File: config.mk
export PLATFORM = sky130hd
export DESIGN_NAME = aacs_top
export DESIGN_NICKNAME = d
export VERILOG_FILES = /design/src/logic/aacs_pkg.sv /design/src/logic/aacs_top.sv
export SDC_FILE = /design/constraint.sdc
export NUM_CORES = 1
export LEC_CHECK = 0
export BUFFER_PORTS_ARGS = -buffer_cell sky130_fd_sc_hd__clkbuf_2
export CAP_MARGIN = 20
export CORE_UTILIZATION = 57
export CTS_BUF_LIST = sky130_fd_sc_hd__clkbuf_8
export CTS_CLUSTER_SIZE = 28
export DETAILED_ROUTE_END_ITERATION = 10
export PLACE_DENSITY = 0.85
export SLEW_MARGIN = 20
export SYNTH_ARGS = -nofsm -noshare
export SYNTH_HDL_FRONTEND = slang
export SYNTH_SLANG_ARGS = --single-unit
File: constraint.sdc
create_clock -name aclk -period 10.42 [get_ports aclk]
set_input_delay 2.084 -clock aclk [delete_from_list [all_inputs] [get_ports aclk]]
set_output_delay 2.084 -clock aclk [all_outputs]
set_load 0.02 [all_outputs]
File: src/logic/aacs_pkg.sv
// Constants for the auxiliary converter calibration and step-zero configuration block.
// Assumes a 32-bit AXI4-Lite master; register indices map to byte address index * 4.
package aacs_pkg;

    // ******************************************************
    // Bus geometry
    // ******************************************************
    localparam int unsigned AXI_ADDR_W = 12;
    localparam int unsigned AXI_DATA_W = 32;

    // ******************************************************
    // Register indices and byte addresses
    // ******************************************************
    localparam logic [9:0]  AUX_OFFSET_CORRECTION_IDX     = 10'h08e;
    localparam logic [9:0]  AUX_GAIN_CORRECTION_IDX       = 10'h08f;
    localparam logic [9:0]  SEQUENCE_STEP_ZERO_CONFIG_IDX = 10'h090;
    localparam logic [11:0] AUX_OFFSET_CORRECTION_ADDR    = {AUX_OFFSET_CORRECTION_IDX, 2'b00};
    localparam logic [11:0] AUX_GAIN_CORRECTION_ADDR      = {AUX_GAIN_CORRECTION_IDX, 2'b00};
    localparam logic [11:0] SEQUENCE_STEP_ZERO_CONFIG_ADDR =
        {SEQUENCE_STEP_ZERO_CONFIG_IDX, 2'b00};
    localparam logic [11:0] AUX_SEQUENCE_CONTROL_ADDR     = 12'h300;
    localparam logic [11:0] AUX_RESULT_STATUS_ADDR        = 12'h304;

    // ******************************************************
    // Reset values
    // ******************************************************
    localparam logic [15:0] AUX_OFFSET_CORRECTION_RST     = 16'h0000;
    localparam logic [15:0] AUX_GAIN_CORRECTION_RST       = 16'h0000;
    localparam logic [15:0] SEQUENCE_STEP_ZERO_CONFIG_RST = 16'h0000;

    // ******************************************************
    // Step-zero configuration fields
    // ******************************************************
    localparam int unsigned STEP_ENABLE_BIT   = 15;
    localparam int unsigned STEP_GAIN_MSB     = 14;
    localparam int unsigned STEP_GAIN_LSB     = 13;
    localparam int unsigned STEP_NEG_BIT      = 4;
    localparam int unsigned STEP_POS_MSB      = 3;
    localparam logic [15:0] STEP_CFG_WMASK    = 16'he01f;
    localparam int unsigned SEQ_START_BIT     = 0;

    // Gain codes and the gain values they select
    localparam logic [1:0] GAIN_CODE_1 = 2'b00;
    localparam logic [1:0] GAIN_CODE_2 = 2'b01;
    localparam logic [2:0] GAIN_VAL_1  = 3'h1;
    localparam logic [2:0] GAIN_VAL_2  = 3'h2;
    localparam logic [2:0] GAIN_VAL_4  = 3'h4;

    // Positive-select codes from here upward choose the negative input themselves
    localparam logic [3:0] POS_AUTO_NEG_FIRST = 4'h8;

    // Gain correction scaling: one plus code over two to the sixteen
    localparam int unsigned GCAL_FRAC_BITS = 16;

    // ******************************************************
    // AXI responses
    // ******************************************************
    localparam logic [1:0] RESP_OKAY   = 2'b00;
    localparam logic [1:0] RESP_SLVERR = 2'b10;

endpackage : aacs_pkg

File: src/logic/aacs_top.sv
// AXI4-Lite register block with offset and gain correction of the auxiliary converter
// results and the step-zero configuration outputs for the sequencer.
// Assumes raw results arrive on aclk from the converter; the sequencer engine lies outside.
// Functional notes
// Offset word is signed two's complement and is added to every converter result.
// Offset count weighs one result count at gain 1, half a count at gain 2 or 4.
// Gain word is signed; result is multiplied by one plus code over 65536.
// Bit 15 enables step zero; a disabled step is not converted.
// Bits 14:13 set step-zero gain: 00 is 1, 01 is 2, 10 and 11 are 4.
// Bit 4 selects negative input: analog ground or external input seven.
// Bits 3:0 select positive input; codes 0 to 7 pick external inputs 0 to 7.
// Codes 8 up route temperature sensor, ground short, test DAC, supplies.
// For positive codes 8 and above the negative input is chosen automatically.
// Reserved bits 12:5 of the step-zero configuration always read zero.
// Writing the start control aborts a running sequence and restarts it.
// Settings act on the next conversion and read back as last written.
//
// The AXI4-Lite register port was chosen for this implementation.
`timescale 1ns/1ns
module aacs_top (
    input  wire logic                              aclk,
    input  wire logic                              aresetn,
    input  wire logic [aacs_pkg::AXI_ADDR_W-1:0]   s_axi_awaddr,
    input  wire logic [2:0]                        s_axi_awprot,
    input  wire logic                              s_axi_awvalid,
    output logic                                   s_axi_awready,
    input  wire logic [aacs_pkg::AXI_DATA_W-1:0]   s_axi_wdata,
    input  wire logic [3:0]                        s_axi_wstrb,
    input  wire logic                              s_axi_wvalid,
    output logic                                   s_axi_wready,
    output logic [1:0]                             s_axi_bresp,
    output logic                                   s_axi_bvalid,
    input  wire logic                              s_axi_bready,
    input  wire logic [aacs_pkg::AXI_ADDR_W-1:0]   s_axi_araddr,
    input  wire logic [2:0]                        s_axi_arprot,
    input  wire logic                              s_axi_arvalid,
    output logic                                   s_axi_arready,
    output logic [aacs_pkg::AXI_DATA_W-1:0]        s_axi_rdata,
    output logic [1:0]                             s_axi_rresp,
    output logic                                   s_axi_rvalid,
    input  wire logic                              s_axi_rready,
    input  wire logic [15:0]                       raw_result,
    input  wire logic                              raw_valid,
    output logic [15:0]                            corrected_result,
    output logic                                   corrected_valid,
    output logic                                   step_zero_convert,
    output logic [2:0]                             aux_gain_setting,
    output logic [3:0]                             step_zero_positive_select,
    output logic                                   step_zero_negative_select,
    output logic                                   negative_auto_select,
    output logic                                   sequence_restart
);

    // ******************************************************
    // State
    // ******************************************************
    typedef struct packed {
        logic                            aw_got;
        logic [aacs_pkg::AXI_ADDR_W-1:0] aw_addr;
        logic                            w_got;
        logic [aacs_pkg::AXI_DATA_W-1:0] w_data;
        logic [3:0]                      w_strb;
        logic                            b_valid;
        logic [1:0]                      b_resp;
        logic                            r_valid;
        logic [aacs_pkg::AXI_DATA_W-1:0] r_data;
        logic [1:0]                      r_resp;
        logic [15:0]                     ocal;
        logic [15:0]                     gcal;
        logic [15:0]                     step_cfg;
        logic                            restart;
        logic                            res_valid;
        logic [15:0]                     res_data;
    } aacs_state_t;

    aacs_state_t                     s_q;
    aacs_state_t                     s_d;
    logic                            aw_fire;
    logic                            w_fire;
    logic                            ar_fire;
    logic                            do_write;
    logic [aacs_pkg::AXI_ADDR_W-1:0] wr_addr;
    logic [aacs_pkg::AXI_DATA_W-1:0] wr_data;
    logic [3:0]                      wr_strb;
    logic signed [17:0]              off_s;
    logic signed [17:0]              x_s;
    logic signed [33:0]              prod_s;
    logic signed [18:0]              sum_s;

    // Byte lanes 0 and 1 carry the 16-bit registers; upper lanes are ignored
    function automatic logic [15:0] merge16(input logic [15:0] old_v,
                                            input logic [31:0] data,
                                            input logic [3:0]  strb);
        logic [15:0] r;
        r = old_v;
        if (strb[0]) begin
            r[7:0] = data[7:0];
        end
        if (strb[1]) begin
            r[15:8] = data[15:8];
        end
        return r;
    endfunction : merge16

    // ******************************************************
    // Bus handshakes
    // ******************************************************
    // No new write is accepted while a response waits; keeps one write in flight
    assign s_axi_awready = ~s_q.aw_got & ~s_q.b_valid;
    assign s_axi_wready  = ~s_q.w_got & ~s_q.b_valid;
    assign s_axi_arready = ~s_q.r_valid;
    assign aw_fire       = s_axi_awvalid & s_axi_awready;
    assign w_fire        = s_axi_wvalid & s_axi_wready;
    assign ar_fire       = s_axi_arvalid & s_axi_arready;
    assign wr_addr       = s_q.aw_got ? s_q.aw_addr : s_axi_awaddr;
    assign wr_data       = s_q.w_got ? s_q.w_data : s_axi_wdata;
    assign wr_strb       = s_q.w_got ? s_q.w_strb : s_axi_wstrb;
    assign do_write      = (s_q.aw_got | aw_fire) & (s_q.w_got | w_fire);

    // ******************************************************
    // Correction datapath
    // ******************************************************
    always_comb begin
        // Finer offset weight at raised gain
        if (s_q.step_cfg[aacs_pkg::STEP_GAIN_MSB:aacs_pkg::STEP_GAIN_LSB]
                == aacs_pkg::GAIN_CODE_1) begin
            off_s = 18'(signed'(s_q.ocal));
        end else begin
            off_s = 18'(signed'(s_q.ocal) >>> 1);
        end
        x_s    = 18'(signed'(raw_result)) + off_s;
        prod_s = 34'(x_s * signed'(s_q.gcal));
        sum_s  = 19'(x_s) + 19'(prod_s >>> aacs_pkg::GCAL_FRAC_BITS);
    end

    // ******************************************************
    // Next state
    // ******************************************************
    always_comb begin
        s_d         = s_q;
        s_d.restart = 1'b0;
        if (aw_fire) begin
            s_d.aw_got  = 1'b1;
            s_d.aw_addr = s_axi_awaddr;
        end
        if (w_fire) begin
            s_d.w_got  = 1'b1;
            s_d.w_data = s_axi_wdata;
            s_d.w_strb = s_axi_wstrb;
        end
        if (s_q.b_valid && s_axi_bready) begin
            s_d.b_valid = 1'b0;
        end
        if (do_write) begin
            s_d.aw_got  = 1'b0;
            s_d.w_got   = 1'b0;
            s_d.b_valid = 1'b1;
            s_d.b_resp  = aacs_pkg::RESP_OKAY;
            case (wr_addr)
                aacs_pkg::AUX_OFFSET_CORRECTION_ADDR: begin
                    s_d.ocal = merge16(s_q.ocal, wr_data, wr_strb);
                end
                aacs_pkg::AUX_GAIN_CORRECTION_ADDR: begin
                    s_d.gcal = merge16(s_q.gcal, wr_data, wr_strb);
                end
                aacs_pkg::SEQUENCE_STEP_ZERO_CONFIG_ADDR: begin
                    // Reserved bits never stored
                    s_d.step_cfg = merge16(s_q.step_cfg, wr_data, wr_strb)
                                   & aacs_pkg::STEP_CFG_WMASK;
                end
                aacs_pkg::AUX_SEQUENCE_CONTROL_ADDR: begin
                    s_d.restart = wr_strb[0] & wr_data[aacs_pkg::SEQ_START_BIT];
                end
                aacs_pkg::AUX_RESULT_STATUS_ADDR: begin
                    s_d.b_resp = aacs_pkg::RESP_OKAY;
                end
                default: begin
                    s_d.b_resp = aacs_pkg::RESP_SLVERR;
                end
            endcase
        end
        if (s_q.r_valid && s_axi_rready) begin
            s_d.r_valid = 1'b0;
        end
        if (ar_fire) begin
            s_d.r_valid = 1'b1;
            s_d.r_resp  = aacs_pkg::RESP_OKAY;
            s_d.r_data  = '0;
            case (s_axi_araddr)
                aacs_pkg::AUX_OFFSET_CORRECTION_ADDR: begin
                    s_d.r_data[15:0] = s_q.ocal;
                end
                aacs_pkg::AUX_GAIN_CORRECTION_ADDR: begin
                    s_d.r_data[15:0] = s_q.gcal;
                end
                aacs_pkg::SEQUENCE_STEP_ZERO_CONFIG_ADDR: begin
                    s_d.r_data[15:0] = s_q.step_cfg;
                end
                aacs_pkg::AUX_SEQUENCE_CONTROL_ADDR: begin
                    s_d.r_data[15:0] = 16'h0000;
                end
                aacs_pkg::AUX_RESULT_STATUS_ADDR: begin
                    s_d.r_data[15:0] = s_q.res_data;
                end
                default: begin
                    s_d.r_resp = aacs_pkg::RESP_SLVERR;
                end
            endcase
        end
        // Settings sampled in the same cycle as the raw result
        s_d.res_valid = raw_valid;
        if (raw_valid) begin
            if (sum_s > 19'sd32767) begin
                s_d.res_data = 16'h7fff;
            end else if (sum_s < -19'sd32768) begin
                s_d.res_data = 16'h8000;
            end else begin
                s_d.res_data = sum_s[15:0];
            end
        end
    end

    always_ff @(posedge aclk) begin
        if (!aresetn) begin
            s_q          <= '0;
            s_q.ocal     <= aacs_pkg::AUX_OFFSET_CORRECTION_RST;
            s_q.gcal     <= aacs_pkg::AUX_GAIN_CORRECTION_RST;
            s_q.step_cfg <= aacs_pkg::SEQUENCE_STEP_ZERO_CONFIG_RST;
        end else begin
            s_q <= s_d;
        end
    end

    // ******************************************************
    // Outputs
    // ******************************************************
    assign s_axi_bvalid     = s_q.b_valid;
    assign s_axi_bresp      = s_q.b_resp;
    assign s_axi_rvalid     = s_q.r_valid;
    assign s_axi_rdata      = s_q.r_data;
    assign s_axi_rresp      = s_q.r_resp;
    assign corrected_result = s_q.res_data;
    assign corrected_valid  = s_q.res_valid;
    assign sequence_restart = s_q.restart;
    assign step_zero_convert = s_q.step_cfg[aacs_pkg::STEP_ENABLE_BIT];
    assign step_zero_positive_select = s_q.step_cfg[aacs_pkg::STEP_POS_MSB:0];
    assign negative_auto_select =
        (s_q.step_cfg[aacs_pkg::STEP_POS_MSB:0] >= aacs_pkg::POS_AUTO_NEG_FIRST);
    // Select bit ignored under automatic choice
    assign step_zero_negative_select =
        s_q.step_cfg[aacs_pkg::STEP_NEG_BIT] & ~negative_auto_select;

    always_comb begin
        case (s_q.step_cfg[aacs_pkg::STEP_GAIN_MSB:aacs_pkg::STEP_GAIN_LSB])
            aacs_pkg::GAIN_CODE_1: aux_gain_setting = aacs_pkg::GAIN_VAL_1;
            aacs_pkg::GAIN_CODE_2: aux_gain_setting = aacs_pkg::GAIN_VAL_2;
            default:               aux_gain_setting = aacs_pkg::GAIN_VAL_4;
        endcase
    end
endmodule : aacs_top

==> results.py, run 1 <==
metrics = {
    "cts": {
        "cts_hold_buf": 0,
        "cts.sinks": 110,
        "htreeDepth": 3,
        "numCtsBuffers": 9,
        "clock_latency_ns": 0.39,
        "root_buffer": "clkbuf_8",
        "cts_tree": "done",
        "clk_pin_slew_worst_paths_ns": 0.11,
        "clockBufferDepth": 2,
    },
    "floorplan": {
        "core-area_sq_um": 29600,
        "io_pins": 159,
        "die_area_sq_um": 30700,
        "rows": 63,
        "dieHeight_um": 175,
        "start_util_pct": 57.8,
        "die_w_um": 175,
    },
    "synthesis": {
        "synth_flop_cell": "dfxtp_1",
        "synthDistinctLibCells": 72,
        "syn_area_per_cell_sq_um": 8.77,
        "seq_area_frac_synth_pct": 12.9,
        "ys_warn_count": 0,
        "synth-seq-cells": 110,
        "synth_area_leader_cell": "fa_1",
        "synth_top_area_share_pct": 31.6,
        "synth_area_leaders": "fa_1, dfxtp_1, ha_1",
        "postSynth.asyncResetShare_pct": 0,
        "synth.cell_area_sq_um": 17100,
        "synthCells": 1954,
        "synth_edf_count": 0,
    },
    "hold_path": {
        "min_path_type": "flop to flop",
        "hold-path-cell-count": 2,
    },
    "place": {
        "place_hpwl_um": 35800,
        "gp_congestion": 0.940,
        "portBuffers": 116,
    },
    "critical_path": {
        "reg2reg_slack_ns": -0.07,
        "slowest_delay_ns": 0.55,
        "r2r-end": "corrected_result[0]",
        "worst_setup_path_end_kind": "flop",
        "endpoint": "corrected_result[0]",
        "critical_path.max_fanout": 8,
        "path_common_cell": "buf_4",
        "rr_startpoint": "s_q[32]",
        "arrival_ns": 11.31,
        "startpoint": "raw_result[0]",
        "worstPathRequired_ns": 10.68,
        "r2r_cells": 48,
        "cp-start-kind": "primary input",
        "cpMaxStageDelayCell": "fa_1",
        "critPathKind": "primary input to flop",
    },
    "status": {
        "violations": "negative setup slack",
        "status": "finished with violations",
    },
    "sta": {
        "setup_violations": 16,
        "rsz0062_at_grt": "true",
        "fmax_mhz": 90.6,
        "finalCritPeriodShare_pct": 106,
        "relSlewSlack_pct": 29.2,
        "drv_slew": 0,
        "skew_ns": 0.0158,
        "setup-tns-final_ns": -9.06,
        "holdWs_ns": 0.477,
        "min_period_ns": 11.04,
        "hold_viol": 0,
        "final.setup.worst_slack_ns": -0.623,
        "worstMarginPinSlew_ns": 1.06,
    },
    "final_layout": {
        "drive_gt1_share_pct": 22.8,
        "nets": 2653,
        "syn2layout_area_growth_pct": 17.2,
    },
    "power": {
        "ir_drop_mv": 0.0683,
        "power.density_nw_per_um2": 47.7,
        "p_leak_nw": 10.3,
        "p_total_mw": 0.957,
    },
    "routing": {
        "via_per_inst": 5.74,
        "drtIter0Drc": 1093,
        "wl_um": 47700,
        "drtAntennaViolNets": 0,
        "drtPass1Iterations": 6,
        "avgRoutedWirePerCell_um": 18.5,
        "via_count": 14800,
        "drc": 0,
    },
    "global_route": {
        "grt_start_max_net_pins": 104,
        "overflow": 0,
        "grt-busiest-layer": "met2",
        "grt_pass1_wl_um": 76500,
        "use_met3_pct": 4.50,
        "antenna_found_initial": 1,
        "use_met1_pct": 37.5,
        "grt_pass1_vias": 15800,
        "grtUsageTotal_pct": 31.1,
        "use_met2_pct": 54.4,
    },
    "job": {
        "drv_cap": 0,
    },
}
[synth_stat cells (3+ instances only)]
library cell	instances
a211oi_1	8
a211oi_2	3
a21boi_0	32
a21o_1	18
a21oi_1	44
a21oi_2	3
a221oi_1	9
a31oi_1	4
a32oi_1	3
and2_1	123
and2b_1	5
and3_1	9
buf_2	8
buf_4	57
clkbuf_1	71
dfxtp_1	110
fa_1	270
ha_1	115
inv_1	333
mux2_2	33
mux2i_1	61
nand2_1	261
nand2b_1	9
nand3_1	20
nand4_1	7
nor2_1	71
nor2b_1	55
nor3_1	15
nor3b_1	3
nor4_1	5
nor4b_1	4
o211a_1	11
o211ai_1	15
o21a_1	10
o21ai_0	48
o21ai_1	3
o311ai_0	3
xnor2_1	39
xor2_1	13
[flip-flops by register name (all words and copies together) (netlist names), 4 cells and up]
signal / count
corrected_result: 16
s_axi_rdata: 16
s_q: 67
step_zero_positive_select: 4
[area by class of cell]
cell class | count | area (sq um)
multi-input cells | 1389 | 13600
fillers | 2106 | 9570
repair buffers | 334 | 2350
flip-flops and latches | 110 | 2200
inverters | 334 | 1250
well taps | 390 | 488
clock buffers | 9 | 124
clock inverters | 7 | 58.8
diodes | 1 | 2.50
[worst min path at each step]
stage | startpoint | endpoint
6_report | s_q[112] | s_q[112]
5_1_grt | s_q[121] | s_q[121]
4_1_cts | s_q[121] | s_q[121]
3_5_place_dp | s_q[121] | s_q[121]
3_3_place_gp | s_q[117] | s_q[117]
2_1_floorplan | s_q[148] | s_q[148]
[what timing repair did]
action	CTS	global route
resized for setup	74	39
setup buffers	21	12
endpoints found under the setup margin	16	16
pin swaps	40	45
[power by group]
part	leakage, nW	internal [mW]	switching [mW]
combinational	9.29	0.0985	0.147
sequential	0.897	0.442	0.0239
clock	0.0888	0.0899	0.155
total	10.3	0.631	0.326
[per-stage QoR]
stage / instances / instance area, sq um / worst slack, ns / util, %
floorplan: 1971 / 17300 / 0.00151 / -
global placement: 2524 / 19100 / -0.766 / 64.4
detailed placement: 2524 / 19100 / -0.999 / 64.4
CTS: 2561 / 19800 / -0.303 / 66.8
global route: 2574 / 20100 / -0.977 / 67.7
finish: 2574 / 20100 / -0.623 / 67.7
[logic make-up after synthesis]
logic type,count (synthesis),share of synthesized area [%]
DFF,110,12.9
buffers and inverters,472,11.7
and+or+nand+nor,605,17.4
other,1,0.0219
muxes,94,5.73
adders and majority gates,387,40.1
xor gates and xnor gates,52,2.66
AOI/OAI and AO/OA,233,9.53
[routing by layer]
| metal | routed length [um] | part of all wire [%] |
|---|---|---|
| met5 | 0 | 0 |
| met2 | 23700 | 50 |
| met3 | 3390 | 7.1 |
| met4 | 3250 | 6.8 |
| met1 | 17400 | 36 |
[worst max-delay path, delay by kind of cell]
| kind | cells | cell delay [ns] |
|---|---|---|
| compound gates | 13 | 1.99 |
| xor+xnor | 1 | 0.13 |
| fa+ha+maj | 10 | 4.23 |
| buf+inv | 13 | 1.64 |
| simple gates | 8 | 1.22 |
[placed cells by master (no fill, tap or decap), types with 33 or more instances in the layout]
cell,n
and2_1,120
buf_4,198
clkbuf_2,115
dfxtp_1,110
fa_1,263
ha_1,103
inv_1,326
mux2_2,33
mux2i_1,61
nand2_1,257
nor2_1,70
nor2b_1,52
o21ai_0,38
Power figures use the tool's default switching activity.
==> run 2, diff against run 1 <==
==> constraint.sdc (replaced) <==
create_clock -name aclk -period 10.42 [get_ports aclk]
set_input_delay 3.126 -clock aclk [delete_from_list [all_inputs] [get_ports aclk]]
set_output_delay 3.126 -clock aclk [all_outputs]
set_load 0.02 [all_outputs]
==> results.py, run 2 (synthesis results as in run 1) <==
metrics = {
    "critical_path": {
        "r2r_cells": 46,
        "slowest_delay_ns": 0.62,
        "worstPathRequired_ns": 10.73,
        "path_common_cell": "fa_1",
        "rr_startpoint": "s_q[32]",
        "cp-start-kind": "primary input",
        "reg2reg_slack_ns": 0.15,
        "crit_buf_inv": 10,
        "worst_setup_path_end_kind": "flop",
        "r2r-end": "corrected_result[3]",
        "critical_path.max_fanout": 8,
        "arrival_ns": 12.32,
        "critPathKind": "primary input to flop",
        "cp_top_family": "adder cells",
        "cpMaxStageDelayCell": "fa_2",
    },
    "place": {
        "place_inst": 2527,
        "portBuffers": 116,
        "gp_congestion": 0.907,
        "place_area_sq_um": 19300,
        "place_hpwl_um": 35200,
    },
    "global_route": {
        "use_met2_pct": 53.4,
        "grt_pass1_wl_um": 73900,
        "use_met1_pct": 35.7,
        "grt-busiest-layer": "met2",
        "use_met3_pct": 4.05,
        "grt_pass1_vias": 15500,
        "antenna_found_initial": 1,
        "grt_start_max_net_pins": 104,
        "overflow": 0,
        "grtUsageTotal_pct": 29.9,
    },
    "sta": {
        "fmax_mhz": 83.3,
        "relSlewSlack_pct": 26.7,
        "finalCritPeriodShare_pct": 115,
        "worstMarginPinSlew_ns": 1.10,
        "final.setup.worst_slack_ns": -1.59,
        "skew_ns": 0.0147,
        "setup-tns-final_ns": -23.72,
        "drv_slew": 0,
        "min_period_ns": 12.01,
        "setup_violations": 16,
        "rsz0062_at_grt": "true",
        "hold_viol": 0,
    },
    "final_layout": {
        "final_common_cell": "inv_1",
        "fill_cells": 2062,
        "final_area_sq_um": 20200,
        "final_cell_mix": "inv_1, fa_1, nand2_1",
        "largest_reg_flops": 67,
        "nets": 2659,
        "final_cells": 2580,
        "syn2layout_area_growth_pct": 18.1,
        "final_core_util_pct": 68.3,
        "drive_gt1_share_pct": 23.7,
        "largest_register": "s_q",
    },
    "cts": {
        "clk_pin_slew_worst_paths_ns": 0.11,
        "cts_hold_buf": 0,
        "htreeDepth": 3,
        "cts.sinks": 110,
        "numCtsBuffers": 9,
        "cts_tree": "done",
        "root_buffer": "clkbuf_8",
        "clock_latency_ns": 0.39,
        "clockBufferDepth": 2,
    },
    "power": {
        "p_total_mw": 0.985,
        "power.density_nw_per_um2": 48.7,
        "p_leak_nw": 10.3,
        "ir_drop_mv": 0.0886,
    },
    "status": {
        "violations": "design-rule violations, negative setup slack",
        "status": "finished with violations",
    },
    "hold_path": {
        "whs_endpoint": "s_q[117]",
        "hp-start": "s_q[117]",
        "min_path_type": "flop to flop",
        "hold-path-cell-count": 2,
    },
    "routing": {
        "drtAntennaViolNets": 0,
        "via_per_inst": 5.67,
        "drtIter0Drc": 1190,
        "wl_um": 45900,
        "drtPass1Iterations": 8,
        "avgRoutedWirePerCell_um": 17.8,
        "drc": 2,
        "via_count": 14600,
    },
    "floorplan": {
        "rows": 63,
        "start_util_pct": 57.8,
        "die_area_sq_um": 30700,
        "dieHeight_um": 175,
        "io_pins": 159,
        "die_w_um": 175,
        "core-area_sq_um": 29600,
    },
    "job": {
        "drv_cap": 0,
    },
}
## run 2: cell count changes in the layout (fill, tap and decap cells not counted), moves of 3 or more
cell and change:
o21ai_0 -5, inv_1 -5, o21ai_1 +6, ha_4 +5, nand2_2 +6, ha_1 -6, inv_2 +5, buf_4 +4
nor2_1 -3, nand2_1 -6, nor2_2 +3
## run 2: metal layers
| layer | up-vias | wire length (um) |
|---|---|---|
| met1 | 7207 | 16900 |
| met3 | 196 | 3390 |
| met2 | 711 | 23100 |
| met4 | 0 | 2520 |
| li1 | 6503 | - |
| met5 | - | 0 |
## run 2: repair_timing
item                                    CTS  global route
gates cloned                              1             0
buffers inserted                         19            16
endpoints found under the setup margin   16            16
resized for setup                        57            57
pin swaps                                63            86
## run 2: power breakdown
part / internal [mW] / switching (mW)
Combinational: 0.0977 / 0.143
Clock: 0.122 / 0.156
Sequential: 0.442 / 0.0235
## run 2: worst max path at each step
stage / startpoint / endpoint / slack (ns) / cells after the start
after detailed placement: raw_result[0] / corrected_result[6] / -1.79 / 41
final: raw_result[1] / corrected_result[3] / -1.59 / 42
after global routing: raw_result[0] / corrected_result[3] / -1.78 / 43
after CTS: raw_result[0] / corrected_result[6] / -1.25 / 40
after floorplan: raw_result[0] / corrected_result[6] / -0.88 / 41
after global placement: raw_result[0] / corrected_result[6] / -1.62 / 40
## run 2: tightest hold or removal path, cell delays in order, from the launching register on
cell and delay [ns]:
dfxtp_1 0.32, nand2_1 0.04, a21boi_0 0.06
## run 2: final cells by class
type | instances | area (sq um) | area share, %
tap | 390 | 488 | 2.41
sequential | 110 | 2200 | 10.9
clock buffer | 10 | 138 | 0.680
antenna | 1 | 2.50 | 0.0124
multi-input combinational | 1389 | 13700 | 67.5
clock inverter | 6 | 78.8 | 0.390
inverter | 334 | 1250 | 6.20
timing repair buffer | 340 | 2410 | 11.9
## run 2: through the flow
step / setup WS, ns / hold slack, ns
2_1_floorplan: -0.877 / 0.438
3_3_place_gp: -1.62 / 0.448
3_5_place_dp: -1.79 / 0.457
4_1_cts: -1.25 / 0.474
5_1_grt: -1.78 / 0.507
6_report: -1.59 / 0.468
